[config.mk]
export PLATFORM = sky130hd
export DESIGN_NAME = acs_top
export DESIGN_NICKNAME = d
export VERILOG_FILES = /design/src/core/acs_pkg.sv /design/src/core/acs_top.sv
export VERILOG_INCLUDE_DIRS = /design/src /design/src/core
export SDC_FILE = /design/constraint.sdc
export NUM_CORES = 1
export LEC_CHECK = 0
export BUFFER_PORTS_ARGS = -buffer_cell sky130_fd_sc_hd__buf_4
export CORE_MARGIN = 2
export CORE_UTILIZATION = 35
export DETAILED_ROUTE_END_ITERATION = 12
export PLACE_DENSITY_LB_ADDON = 0.05
export SLEW_MARGIN = 20
export SYNTH_ARGS = -nofsm -noshare
export SYNTH_HDL_FRONTEND = slang
export SYNTH_SLANG_ARGS = --single-unit
[constraint.sdc]
create_clock -name clk_i -period 3.35 [get_ports clk_i]
set_input_delay 0.1675 -clock clk_i [delete_from_list [all_inputs] [get_ports clk_i]]
set_output_delay 0.1675 -clock clk_i [all_outputs]
set_load 0.02 [all_outputs]
[src/core/acs_consts.svh]
// Register offsets, field positions, reset values and timing counts of the sequencer
`ifndef ACS_CONSTS_SVH
`define ACS_CONSTS_SVH

`define ACS_OFF_CTRL_FIRST    8'h00
`define ACS_OFF_CTRL_SECOND   8'h04
`define ACS_OFF_CTRL_REF      8'h08
`define ACS_OFF_PIN_ENABLE    8'h0c
`define ACS_OFF_RESULT_HIGH   8'h10
`define ACS_OFF_RESULT_LOW    8'h14
`define ACS_OFF_IRQ           8'h18

`define ACS_BIT_START         7
`define ACS_BIT_BUSY          6
`define ACS_BIT_POWER_ON      5
`define ACS_BIT_FORMAT        4
`define ACS_BIT_EXT_REF_FUNC  4
`define ACS_BIT_IRQ_EN        0
`define ACS_BIT_GLOBAL_EN     1
`define ACS_BIT_IRQ_FLAG      2

`define ACS_RST_CTRL_FIRST    8'h00
`define ACS_RST_CTRL_SECOND   8'h00
`define ACS_RST_CTRL_REF      8'h00
`define ACS_RST_PIN_ENABLE    8'h00

`define ACS_SRC_EXTERNAL      3'h0
`define ACS_SAMPLE_TICKS      5'h04
`define ACS_CONVERT_TICKS     5'h0c
`define ACS_RESULT_FULL_SCALE 12'hfff

`endif

[src/core/acs_pkg.sv]
// Types shared by the conversion sequencer
package acs_pkg;
    typedef enum logic [1:0] {
        ACS_ST_IDLE,
        ACS_ST_HELD,
        ACS_ST_SAMPLE,
        ACS_ST_CONVERT
    } acs_state_t;

    typedef enum logic [1:0] {
        ACS_REF_SUPPLY,
        ACS_REF_EXTERNAL,
        ACS_REF_BANDGAP
    } acs_ref_src_t;
endpackage

[src/core/acs_top.sv]
// Conversion sequencer with Wishbone register file for a 12-bit SAR converter
//
// Our own choices: the address map and the Wishbone slave port.
`timescale 1ns/1ps
`include "acs_consts.svh"

module acs_top #(
    parameter int RES_BITS = 12,
    parameter int DIV_BITS = 3
) (
    input  wire logic        clk_i,
    input  wire logic        rst_i,
    input  wire logic        wb_cyc_i,
    input  wire logic        wb_stb_i,
    input  wire logic        wb_we_i,
    input  wire logic [7:0]  wb_adr_i,
    input  wire logic [3:0]  wb_sel_i,
    input  wire logic [31:0] wb_dat_i,
    output logic      [31:0] wb_dat_o,
    output logic             wb_ack_o,
    input  wire logic        cmp_i,
    input  wire logic        stack_room_i,
    output logic             conv_power_o,
    output logic             conv_reset_o,
    output logic             sample_o,
    output logic             conv_busy_o,
    output logic [11:0]      sar_dac_o,
    output logic             ext_connect_o,
    output logic [3:0]       ext_channel_o,
    output logic [2:0]       internal_src_o,
    output logic [7:0]       analog_pin_en_o,
    output logic [1:0]       ref_src_o,
    output logic [2:0]       ref_gain_o,
    output logic             ext_ref_pin_func_o,
    output logic             irq_req_o
);

    initial begin
        if (RES_BITS != 12 || DIV_BITS != 3) begin
            $error("acs_top serves only a 12-bit result and a 3-bit divider field");
        end
    end

    // Register state
    logic [7:0]  conv_ctrl_first_r;
    logic [7:0]  conv_ctrl_second_r;
    logic [7:0]  ctrl_ref_r;
    logic [7:0]  analog_pin_enable_reg_r;
    logic        conv_irq_enable_r;
    logic        global_irq_enable_r;
    logic        conv_irq_flag_r;
    logic [11:0] result_r;
    logic        ack_r;
    logic [31:0] dat_r;

    // Sequencer state
    acs_pkg::acs_state_t state_r;
    acs_pkg::acs_state_t state_nxt;
    logic [6:0]  div_cnt_r;
    logic [4:0]  tick_cnt_r;
    logic [4:0]  tick_cnt_nxt;
    logic [11:0] sar_r;
    logic [11:0] sar_nxt;
    logic [3:0]  bit_idx_r;
    logic [3:0]  bit_idx_nxt;
    logic        cmp_meta_r;
    logic        cmp_sync_r;

    // Field views
    wire logic       start_bit     = conv_ctrl_first_r[`ACS_BIT_START];
    wire logic       power_on      = conv_ctrl_first_r[`ACS_BIT_POWER_ON];
    wire logic       format_sel    = conv_ctrl_first_r[`ACS_BIT_FORMAT];
    wire logic [3:0] channel_sel   = conv_ctrl_first_r[3:0];
    wire logic [2:0] clk_div_sel   = conv_ctrl_second_r[2:0];
    wire logic [2:0] input_src_sel = conv_ctrl_second_r[7:5];
    wire logic [3:0] reference_sel = ctrl_ref_r[3:0];
    wire logic       busy          = (state_r == acs_pkg::ACS_ST_SAMPLE)
                                   || (state_r == acs_pkg::ACS_ST_CONVERT);

    // Bus decode
    wire logic       bus_req   = wb_cyc_i && wb_stb_i && !ack_r;
    wire logic       bus_wr    = bus_req && wb_we_i && wb_sel_i[0];
    wire logic [7:0] wr_byte   = wb_dat_i[7:0];
    wire logic       wr_first  = bus_wr && (wb_adr_i == `ACS_OFF_CTRL_FIRST);
    wire logic       wr_second = bus_wr && (wb_adr_i == `ACS_OFF_CTRL_SECOND);
    wire logic       wr_ref    = bus_wr && (wb_adr_i == `ACS_OFF_CTRL_REF);
    wire logic       wr_pins   = bus_wr && (wb_adr_i == `ACS_OFF_PIN_ENABLE);
    wire logic       wr_irq    = bus_wr && (wb_adr_i == `ACS_OFF_IRQ);

    // Divider mask: 2**sel system clocks per converter clock
    wire logic [6:0] div_mask  = 7'(({1'b0, 7'h7f} >> (3'h7 - clk_div_sel)) & 8'h7f);
    wire logic       conv_tick = ((div_cnt_r & div_mask) == div_mask);

    wire logic       seq_done  = (state_r == acs_pkg::ACS_ST_CONVERT) && conv_tick
                                 && (bit_idx_r == 4'h0) && power_on && !start_bit;
    wire logic [11:0] sar_final = cmp_sync_r ? sar_r : (sar_r & ~(12'h001 << bit_idx_r));

    function automatic logic [15:0] acs_arrange(input logic fmt, input logic [11:0] res);
        // Left-justified when clear, right-justified when set
        acs_arrange = fmt ? {4'h0, res} : {res, 4'h0};
    endfunction

    wire logic [15:0] arranged = acs_arrange(format_sel, result_r);

    logic [7:0] rd_byte;
    always_comb begin
        rd_byte = 8'h00;
        case (wb_adr_i)
            `ACS_OFF_CTRL_FIRST:  rd_byte = {conv_ctrl_first_r[7], busy,
                                             conv_ctrl_first_r[5:0]};
            `ACS_OFF_CTRL_SECOND: rd_byte = conv_ctrl_second_r;
            `ACS_OFF_CTRL_REF:    rd_byte = {3'h0, ctrl_ref_r[4:0]};
            `ACS_OFF_PIN_ENABLE:  rd_byte = analog_pin_enable_reg_r;
            `ACS_OFF_RESULT_HIGH: rd_byte = arranged[15:8];
            `ACS_OFF_RESULT_LOW:  rd_byte = arranged[7:0];
            `ACS_OFF_IRQ:         rd_byte = {5'h00, conv_irq_flag_r,
                                             global_irq_enable_r, conv_irq_enable_r};
            default:              rd_byte = 8'h00;
        endcase
    end

    // Bus slave: one wait state, ack for every address, unmapped reads zero
    always_ff @(posedge clk_i) begin
        if (rst_i) begin
            ack_r <= 1'b0;
            dat_r <= 32'h0000_0000;
        end else begin
            ack_r <= bus_req;
            dat_r <= bus_req ? {24'h00_0000, rd_byte} : 32'h0000_0000;
        end
    end

    // Writes; the busy bit is read-only and ignored on write
    always_ff @(posedge clk_i) begin
        if (rst_i) begin
            conv_ctrl_first_r       <= `ACS_RST_CTRL_FIRST;
            conv_ctrl_second_r      <= `ACS_RST_CTRL_SECOND;
            ctrl_ref_r              <= `ACS_RST_CTRL_REF;
            analog_pin_enable_reg_r <= `ACS_RST_PIN_ENABLE;
            conv_irq_enable_r       <= 1'b0;
            global_irq_enable_r     <= 1'b0;
        end else begin
            if (wr_first) begin
                conv_ctrl_first_r <= wr_byte;
            end
            if (wr_second) begin
                conv_ctrl_second_r <= wr_byte;
            end
            if (wr_ref) begin
                ctrl_ref_r <= wr_byte;
            end
            if (wr_pins) begin
                analog_pin_enable_reg_r <= wr_byte;
            end
            if (wr_irq) begin
                conv_irq_enable_r   <= wr_byte[`ACS_BIT_IRQ_EN];
                global_irq_enable_r <= wr_byte[`ACS_BIT_GLOBAL_EN];
            end
        end
    end

    // Sticky flag: completion in the cycle of a clearing write still sets it
    always_ff @(posedge clk_i) begin
        if (rst_i) begin
            conv_irq_flag_r <= 1'b0;
        end else if (seq_done) begin
            conv_irq_flag_r <= 1'b1;
        end else if (wr_irq && !wr_byte[`ACS_BIT_IRQ_FLAG]) begin
            conv_irq_flag_r <= 1'b0;
        end
    end

    // Comparator level from the analog side is asynchronous
    always_ff @(posedge clk_i) begin
        if (rst_i) begin
            cmp_meta_r <= 1'b0;
            cmp_sync_r <= 1'b0;
        end else begin
            cmp_meta_r <= cmp_i;
            cmp_sync_r <= cmp_meta_r;
        end
    end

    always_comb begin
        state_nxt    = state_r;
        tick_cnt_nxt = tick_cnt_r;
        sar_nxt      = sar_r;
        bit_idx_nxt  = bit_idx_r;
        case (state_r)
            acs_pkg::ACS_ST_IDLE: begin
                if (start_bit) begin
                    state_nxt = acs_pkg::ACS_ST_HELD;
                end
            end
            acs_pkg::ACS_ST_HELD: begin
                tick_cnt_nxt = 5'h00;
                if (!start_bit) begin
                    state_nxt = acs_pkg::ACS_ST_SAMPLE;
                end
            end
            acs_pkg::ACS_ST_SAMPLE: begin
                if (conv_tick) begin
                    tick_cnt_nxt = tick_cnt_r + 5'h01;
                    if (tick_cnt_r == `ACS_SAMPLE_TICKS - 5'h01) begin
                        state_nxt    = acs_pkg::ACS_ST_CONVERT;
                        tick_cnt_nxt = 5'h00;
                        sar_nxt      = 12'h800;
                        bit_idx_nxt  = 4'hb;
                    end
                end
            end
            acs_pkg::ACS_ST_CONVERT: begin
                if (conv_tick) begin
                    // Keep the trial bit while the input is at or above the DAC level;
                    // the half-LSB offset of the steps is built into the analog DAC
                    sar_nxt      = sar_final;
                    tick_cnt_nxt = tick_cnt_r + 5'h01;
                    if (bit_idx_r == 4'h0) begin
                        state_nxt = acs_pkg::ACS_ST_IDLE;
                    end else begin
                        bit_idx_nxt = bit_idx_r - 4'h1;
                        sar_nxt     = sar_final | (12'h001 << (bit_idx_r - 4'h1));
                    end
                end
            end
            default: begin
                state_nxt = acs_pkg::ACS_ST_IDLE;
            end
        endcase
        // A new start pulse aborts whatever runs
        if (start_bit) begin
            state_nxt = acs_pkg::ACS_ST_HELD;
        end
        if (!power_on) begin
            state_nxt = acs_pkg::ACS_ST_IDLE;
        end
    end

    always_ff @(posedge clk_i) begin
        if (rst_i) begin
            state_r    <= acs_pkg::ACS_ST_IDLE;
            div_cnt_r  <= 7'h00;
            tick_cnt_r <= 5'h00;
            sar_r      <= 12'h000;
            bit_idx_r  <= 4'h0;
            result_r   <= 12'h000;
        end else begin
            state_r    <= state_nxt;
            // Divider restarts with each sampling so every conversion is 16 full periods
            div_cnt_r  <= (state_r == acs_pkg::ACS_ST_HELD) ? 7'h00 : div_cnt_r + 7'h01;
            tick_cnt_r <= tick_cnt_nxt;
            sar_r      <= sar_nxt;
            bit_idx_r  <= bit_idx_nxt;
            if (seq_done && power_on && !start_bit) begin
                result_r <= sar_final & `ACS_RESULT_FULL_SCALE;
            end
        end
    end

    // Reference code decode
    acs_pkg::acs_ref_src_t ref_src;
    logic [2:0]            ref_gain;
    always_comb begin
        ref_src  = acs_pkg::ACS_REF_SUPPLY;
        ref_gain = 3'h1;
        case (reference_sel)
            4'h1:    ref_src = acs_pkg::ACS_REF_EXTERNAL;
            4'h2, 4'h3, 4'h4: begin
                ref_src  = acs_pkg::ACS_REF_EXTERNAL;
                ref_gain = reference_sel[2:0];
            end
            4'ha, 4'hb, 4'hc: begin
                ref_src  = acs_pkg::ACS_REF_BANDGAP;
                ref_gain = 3'(reference_sel - 4'h8);
            end
            default: ref_src = acs_pkg::ACS_REF_SUPPLY;
        endcase
    end

    wire logic use_ext = (input_src_sel == `ACS_SRC_EXTERNAL);
    wire logic irq_now = conv_irq_flag_r && conv_irq_enable_r
                         && global_irq_enable_r && stack_room_i;

    always_ff @(posedge clk_i) begin
        if (rst_i) begin
            conv_power_o   <= 1'b0;
            conv_reset_o   <= 1'b0;
            sample_o       <= 1'b0;
            conv_busy_o    <= 1'b0;
            ext_connect_o  <= 1'b0;
            ext_channel_o  <= 4'h0;
            internal_src_o <= 3'h0;
            ref_src_o      <= 2'h0;
            ref_gain_o     <= 3'h1;
            irq_req_o      <= 1'b0;
        end else begin
            conv_power_o   <= power_on;
            conv_reset_o   <= start_bit;
            sample_o       <= (state_r == acs_pkg::ACS_ST_SAMPLE);
            conv_busy_o    <= busy;
            ext_connect_o  <= power_on && use_ext;
            ext_channel_o  <= use_ext ? channel_sel : 4'h0;
            internal_src_o <= input_src_sel;
            ref_src_o      <= ref_src;
            ref_gain_o     <= ref_gain;
            irq_req_o      <= irq_now;
        end
    end

    assign wb_dat_o           = dat_r;
    assign wb_ack_o           = ack_r;
    assign sar_dac_o          = sar_r;
    assign analog_pin_en_o    = analog_pin_enable_reg_r;
    assign ext_ref_pin_func_o = ctrl_ref_r[`ACS_BIT_EXT_REF_FUNC];

endmodule

# Word-level counts from Yosys, hierarchy flattened
# Index checks and enable logic that the tools add are counted.
op_classes:
  n_addsub: 5
  n_eq_ne: 28
  n_shift: 3
  muxes: 27
  n_bitwise: 8
  reduce_logical: 44
op_table:
  columns: ["op", "count"]
  rows:
  - ["2-to-1 mux 12 bit", 5]
  - ["case mux 8 bit (7 select lines)", 1]
  - ["equality test 8 x 5 -> 1 bit, second input constant", 3]
  - ["case mux 12 bit (2 select lines)", 1]
  - ["<< shifter 1 x 4 -> 12 bit, first input constant", 2]
  - ["logical AND 1 bit", 20]
  - ["equality test 8 x 4 -> 1 bit, second input constant", 2]
  - ["2-to-1 mux 16 bit", 1]
  - ["2-to-1 mux 4 bit", 4]
  - ["2-to-1 mux 5 bit", 3]
  - ["case mux 5 bit (3 select lines)", 1]
  - ["AND reduction 5 bit", 3]
  - ["bitwise AND 12 bit", 1]
  - ["equality test 4 bit, second input constant", 3]
  - ["inverter 12 bit", 1]
  - ["OR 12 bit", 1]
  - ["OR reduction 3 bit", 3]
  - ["equality test 4 x 2 -> 1 bit, second input constant", 2]
  - ["equality test 8 x 3 -> 1 bit, second input constant", 1]
  - ["zero test 8 bit", 1]
  - ["2-to-1 mux 2 bit", 4]
  - ["inequality test 2 bit, second input constant", 4]
  - ["case mux 4 bit (2 select lines)", 1]
  - ["OR reduction 2 bit", 4]
  - ["other kinds (31)", 43]
word_totals:
  regBits: 127
  input_bits: 51
  out_inout_bits: 72
  word_cells: 144

# Longest topological paths before layout
# Gate-level depths: netlist of the first run.
logic_depth:
  word_depth: 10
  ltp_mapped: 9
  depth_no_buf: 7

# Worst setup path after synthesis of the first run
# OpenSTA, ideal clock, no wires.
synth_timing:
  path_type: "reg2reg"
  from: "reg bit_idx_r[0]"
  to: "reg result_r[0]"
  setup_ns: 0.132
  t_arrival_ns: 1.871
  required_ns: 3.218
  setup_slack_ns: 1.346
  stages_incl_launch_ff: 10
  path_buffers: 2
  synth_period_minus_slack_ns: 2.004
  cell_sequence: "dfxtp_1 > inv_1 > ha_1 > clkbuf_2 > nor3b_1 > o2111a_1 > nand4_1 > clkbuf_1 > nand2_1 > a21oi_1"
synth_via:
  elab_chain_cells: 6
  elab_cells_between_ends: 10
  cone_classes: "shift (1); mux (1); bitwise (2); reduce/logical (6)"
synth_lines:
  columns: ["element", "line", "source"]
  rows:
  - ["start, declared", "acs_top.sv:64", "logic [3:0] bit_idx_r;"]
  - ["start signal, assigned", "acs_top.sv:253", "bit_idx_r <= bit_idx_nxt;"]
  - ["zero test 4 bit", "acs_top.sv:95", "&& (bit_idx_r == 4'h0) && power_on && !start_bit;"]
  - ["logical AND 1 bit (3 in series)", "acs_top.sv:95", null]
  - ["logical AND 1 bit (2 in series)", "acs_top.sv:254", "if (seq_done && power_on && !start_bit) begin"]
  - ["end signal, assigned", "acs_top.sv:255", "result_r <= sar_final & `ACS_RESULT_FULL_SCALE;"]
  - ["end, declared", "acs_top.sv:52", "logic [11:0] result_r;"]
# Parallel ways exist; a longest one is shown, timed or not.
# A chain may end at the register's enable or synchronous reset.

# Worst setup path in the final report of the first run
# Same ends and word-level chain as after synthesis.

==> impl_results.md, run 1 <==
- Global-route wire length before repair: 19800 um
- Slew Limit Fails: 0
- GP Congestion: roughly 0.84
- Critical path fanouts, max: 12
- I/O Pins: between 100 and 150
- Synth async-reset ratio: 0%
- Final Non-Filler Cells: 780
- Drt drc: 0
- CTS tree: built
- Final cycle utilization of the critical path: 78.1%
- Hold Path Depth: 2
- Clock root cell: clkbuf_16
- WS Path Type: reg2reg
- Final ANT Viol Nets: 0
- H-tree level count: 3
- Die Width: about 120 um
- Post-CTS setup buffer count: 0
- Fraction of layout cells with a size suffix above 1: 18.2%
- # hold bufs at CTS: 0
- Global Route Usage Sum: approximately 17%
- WL/cell: 16.3 um
- Via density: 5.08
- Number of global-route vias before repair: 3680
- Cts bufs inserted: 9
- Pleak: 2.14 nW
- Gr ovfl total: 0
- Max Cap Viol: 0
- PortBufs: roughly 70
- Post-synth cell types: 62
- Core area: ~14000 sq um
- Post-Syn Area: between 4000 and 5000 sq um
- Post-Syn Instances: between 500 and 600
- Required time worst endpoint: 3.62 ns
- Final Critical Period: approximately 2.6 ns
- Post-placement cell count: 764
- Final Total Pwr: 2.45 mW
- P&R area growth vs syn: 18.0%
- Synthesis-stage register bit count: roughly 100
- Vias: 3960
- WP buf/inv: 1
- Largest net degree at the start of global routing: approximately 70
- Setup TNS: 0 ns
- DP HPWL: 9160 um
- Initial core utilization: 35.3%
- Most common cell after layout, fill and taps aside: dfxtp_1
- Reg2reg path depth: 7
- Crit start category: flop
- Initial antenna violation count: 0
- Resized cells post-CTS: 0
- Iter 0 DRT Violations: 209
- First-pass detailed-route iteration total: 4
- Outcome: finished, final reports clean
- RSZ-0062 raised after global routing: false
- Critical path arrival: 2.89 ns
- Post-synth EDFFs: 0
- Most frequent cells in the layout: dfxtp_1 (102), buf_4 (72), nor2_1 (54)
- F_max: between 0.3 and 0.4 GHz
- Ant diodes: 0
- Final wirelength: 12700 um
- Skew-Pair Late Insertion Delay: 0.36 ns
- CTS sink cnt: about 100
- Worst-Margin Slew: between 0.7 and 0.8 ns
- Final hold vios: 0
- Synthesis Warnings: 0
- Endpoints failing setup: 0
- CTS Buffer Depth: 2
- PD cells: 428 nW/um^2
- CP max stage delay: 0.62 ns
- Crit-path cells: inv_1 -> ha_1 -> nor3b_1 -> o2111a_1 -> and4_1 -> nand2_1 -> a21oi_1
- Clock-pin slew on the worst setup and hold paths: 0.07 ns
- Crit path max-delay family: simple AND/OR/NAND/NOR gates
- Setup crit end kind: flop
- DIE HEIGHT: 122 um
- Crit path max-delay cell type: nor3b_1
- Site row count: 43
- Clk_skew: between 0.015 and 0.02 ns
- Avg Synthesized Cell Area: roughly 9.0 sq um
- Worst IR Drop VDD: 0.000194 V
- Slew Limit Headroom: 47.2%
- Die area: 14800 sq um
- Hold crit path type: in2reg
- NumNets Final: ~650
- Ys flop type: dfxtp_1
- Critical Path Stages: 7
- Sequential-to-total area share from yosys stat: roughly 42%
-- sequential cells by signal (all words and copies together), names as in the netlist, 3 cells and up --
signal and flops:
analog_pin_en_o 8, bit_idx_r 4, conv_ctrl_first_r 7, conv_ctrl_second_r 8, ctrl_ref_r 5, div_cnt_r 7, ext_channel_o 4, internal_src_o 3
ref_gain_o 3, result_r 12, sar_dac_o 12, tick_cnt_r 5, wb_dat_o 8
-- stage by stage --
stage / area, sq um / utilization, % / worst slack (ns) / hold WS, ns
floorplan: 4930 / - / 1.35 / 0.296
CTS: 5720 / 41.7 / 0.741 / 0.0131
global route: 5720 / 41.7 / 0.500 / 0.0200
detailed placement: 5410 / 39.4 / 0.771 / 0.389
global placement: 5410 / 39.4 / 0.796 / 0.379
finish: 5720 / 41.7 / 0.734 / 0.0279
-- cell usage after synthesis (3+ instances only) --
library cell / n / area [sq um]
o21ai_0: 13 / 65.1
nor3_1: 12 / 60.1
nor3b_1: 4 / 30.0
nor4_1: 4 / 25.0
mux2_2: 4 / 45.0
o22ai_1: 4 / 25.0
or2_2: 5 / 31.3
mux2i_1: 45 / 450
a22oi_1: 5 / 37.5
and4_1: 3 / 26.3
a21oi_1: 44 / 220
a32o_1: 3 / 30.0
nor2_1: 54 / 203
inv_1: 9 / 33.8
a21boi_0: 10 / 75.1
or3_1: 6 / 37.5
buf_2: 4 / 20.0
nand3b_1: 3 / 22.5
a31oi_1: 6 / 37.5
nand3_1: 12 / 60.1
ha_1: 8 / 100
clkbuf_1: 18 / 67.6
nand4_1: 5 / 31.3
nand2_1: 45 / 169
nor2b_1: 12 / 75.1
o2bb2ai_1: 11 / 96.3
a211oi_1: 4 / 30.0
xor2_1: 4 / 35.0
dfxtp_1: 102 / 2040
and2_1: 7 / 43.8
buf_4: 25 / 188
nand2b_1: 11 / 68.8
nor4b_1: 3 / 26.3
-- cell type report --
type                    count  area (sq um)
clock buffers              10           239
inverters                   9          33.8
repair buffers             72           541
well taps                 180           225
fillers                  1385          8000
clock inverters             6          75.1
multi-input cells         401          2560
flip-flops and latches    102          2040
-- worst paths after layout --
path	from	end	slack, ns
max reg2reg	bit_idx_r[0]$_SDFFE_PP0P_	result_r[0]$_SDFFE_PP0P_	0.73
max	bit_idx_r[0]$_SDFFE_PP0P_	result_r[0]$_SDFFE_PP0P_	0.73
min	cmp_i	cmp_meta_r$_SDFF_PP0_	0.03
min reg2reg	cmp_meta_r$_SDFF_PP0_	cmp_sync_r$_SDFF_PP0_	0.46
-- logic make-up (layout without fill, tap and decap cells) --
logic type | after synthesis | count (layout) | share of synthesized area, %
multiplexers | 49 | 49 | 10.2
AO/OA/AOI/OAI | 114 | 114 | 15.4
AND/OR/NAND/NOR | 201 | 201 | 22.5
adder cells (fa/ha/maj) | 8 | 8 | 2.06
XOR/XNOR | 5 | 5 | 0.903
buffers and inverters | 59 | 97 | 6.79
flip-flops | 102 | 102 | 42.1
other | 1 | 24 | 0.0773
-- per-layer routing --
metal,up-vias,track usage (%),wire [um],share of wire [%]
met1,1870,23.0,5990,47
met3,13,3.28,496,3.9
met5,-,0,0,0
met2,87,28.2,6050,48
li1,1990,-,-,-
met4,0,7.11,168,1.3
-- power breakdown --
group	leakage [nW]	switching, mW	internal [mW]	total, mW
combinational	1.17	0.0814	0.0338	0.115
sequential	0.822	0.00482	1.22	1.22
clock	0.152	0.500	0.614	1.11
total	2.14	0.586	1.86	2.45
-- worst register-to-register path, delay by kind of cell (launching register included) --
kind	cells	cell delay, ns
and+or+nand+nor	3	1.21
AOI/OAI and AO/OA	2	0.46
buffers and inverters	1	0.14
DFF	1	0.36
adders and majority gates	1	0.37
Power figures use the tool's default switching activity.
==> run 2: changes to the inputs <==
- clock period: 3.35 -> 2.18 ns (I/O delays scaled with it)
==> run 2 against run 1 <==
  * Clock skew down 0.0015 ns
  * Wire length increased by 1.1%
  * Sequential cell count did not move
  * Sequential share of layout area shrank 1.0 points
  * Critical path depth unchanged
  * Global-route usage grew 0.40 points
==> impl_results.md, run 2 (synthesis results as in run 1) <==
- Slew Limit Fails: 0
- Fraction of layout cells with a size suffix above 1: 20.3%
- Crit start category: flop
- CTS Buffer Depth: 2
- Setup TNS: 0 ns
- Site row count: between 40 and 50
- Most frequent cells in the layout: dfxtp_1 (102), buf_4 (88), nor2_1 (54)
- Number of global-route vias before repair: 3816
- I/O Pins: 123
- CP max stage delay: between 0.4 and 0.5 ns
- Die Width: roughly 120 um
- Final ANT Viol Nets: 0
- Gr ovfl total: 0
- Global Route Usage Sum: 17.9%
- Iter 0 DRT Violations: 230
- Slew Limit Headroom: between 60 and 70%
- Worst IR Drop VDD: 0.000315 V
- Cts bufs inserted: 9
- Vias: 4060
- Core area: 13700 sq um
- Pleak: 2.25 nW
- Final wirelength: 12800 um
- Via density: 5.08
- H-tree level count: 3
- WL/cell: 16.1 um
- Largest net degree at the start of global routing: 41
- Post-placement cell count: 780
- PD cells: 642 nW/um^2
- Initial core utilization: 35.3%
- Layout Utilization: a little over two fifths
- Hold crit path type: in2reg
- CTS sink cnt: 102
- RSZ-0062 raised after global routing: false
- Critical path fanouts, max: 8
- First-pass detailed-route iteration total: 5
- Clock root cell: clkbuf_16
- Final hold vios: 0
- Required time worst endpoint: between 2 and 2.5 ns
- Die area: 14800 sq um
- Setup crit end kind: flop
- P&R area growth vs syn: 21.4%
- Skew-Pair Late Insertion Delay: between 0.3 and 0.4 ns
- Clock-pin slew on the worst setup and hold paths: 0.08 ns
- WS Path Type: reg2reg
- Filler cells: 1412
- Max Cap Viol: 0
- DIE HEIGHT: 122 um
- Endpoints failing setup: 0
- Drt drc: 0
- Crit-path cells: inv_1 -> ha_1 -> or2_2 -> o21ai_0 -> a31oi_1 -> or3_1 -> a21oi_1
- Critical path arrival: approximately 2.3 ns
- DP HPWL: 9420 um
- PortBufs: 71
- GP Congestion: between 0.8 and 0.9
- Final Non-Filler Cells: 800
- Global-route wire length before repair: between 20000 and 25000 um
- Clk_skew: about 0.015 ns
- CTS tree: built
- Min Hold Slack: between 0.015 and 0.02 ns
- Most common cell after layout, fill and taps aside: dfxtp_1
- NumNets Final: 674
- Final Critical Period: 2.01 ns
- Final cycle utilization of the critical path: about 90%
- Initial antenna violation count: 0
- Worst-Margin Slew: 0.541 ns
- F_max: 0.499 GHz
- Ant diodes: 0
- Outcome: finished, final reports clean
- Crit path max-delay cell type: dfxtp_1
-- run 2: cell types whose count changed in the layout (fill, tap and decap cells not counted), sizes merged --
cell         before  now
clkinv            0    3
buf              72   88
dlygate4sd3       0    4
inv              13   12
clkbuf           10    9
clkinvlp          1    0
-- run 2: routing by layer --
layer  GRT usage, %  share of wire (%)
met5              0                  0
met4           6.97                1.5
met3           3.93                4.2
met2           28.2                 47
met1           23.9                 47
-- run 2: area by class of cell --
type,instances,area [sq um],area share (%)
timing repair buffer,92,701,11.9
sequential,102,2040,34.7
tap,180,225,3.83
clock inverter,7,91.3,1.55
clock buffer,9,225,3.83
inverter,9,33.8,0.574
multi-input combinational,401,2570,43.6
-- run 2: path summary, 6_finish.rpt --
path,from,endpoint,slack [ns],depth (start not counted)
max reg2reg,bit_idx_r[0]$_SDFFE_PP0P_,sar_dac_o[11]$_SDFFE_PP0P_,0.17,7
min,wb_dat_i[3],analog_pin_en_o[3]$_SDFFE_PP0P_,0.02,3
min reg2reg,cmp_meta_r$_SDFF_PP0_,cmp_sync_r$_SDFF_PP0_,0.44,1
max,bit_idx_r[0]$_SDFFE_PP0P_,sar_dac_o[11]$_SDFFE_PP0P_,0.17,7
-- run 2: critical path: cells and delay by family (launching register included) --
| family | cells | cell delay (ns) |
|---|---|---|
| compound gates | 3 | 0.43 |
| fa+ha+maj | 1 | 0.31 |
| buf+inv | 1 | 0.12 |
| flops | 1 | 0.42 |
| simple gates | 2 | 0.65 |
-- run 2: where the power goes --
group	switching, mW	total (mW)	internal (mW)
Combinational	0.131	0.192	0.0618
Sequential	0.00546	1.87	1.87
Clock	0.794	1.72	0.921
Total	0.930	3.78	2.85
-- run 2: timing repair --
item                       in CTS  in global routing
hold endpoints to repair        4                  0
setup endpoints to repair       0                  3
gates resized for setup         0                  2
setup buffers                   0                  0
hold buffers                    4                  0
-- run 2: stage by stage --
step	area [sq um]	power, mW	worst slack [ns]
3_3_place_gp	5530	2.10	0.161
2_1_floorplan	4930	2.07	0.176
6_report	5890	3.78	0.174
3_5_place_dp	5530	2.10	0.167
5_1_grt	5890	3.94	0.00607
4_1_cts	5880	3.84	0.143
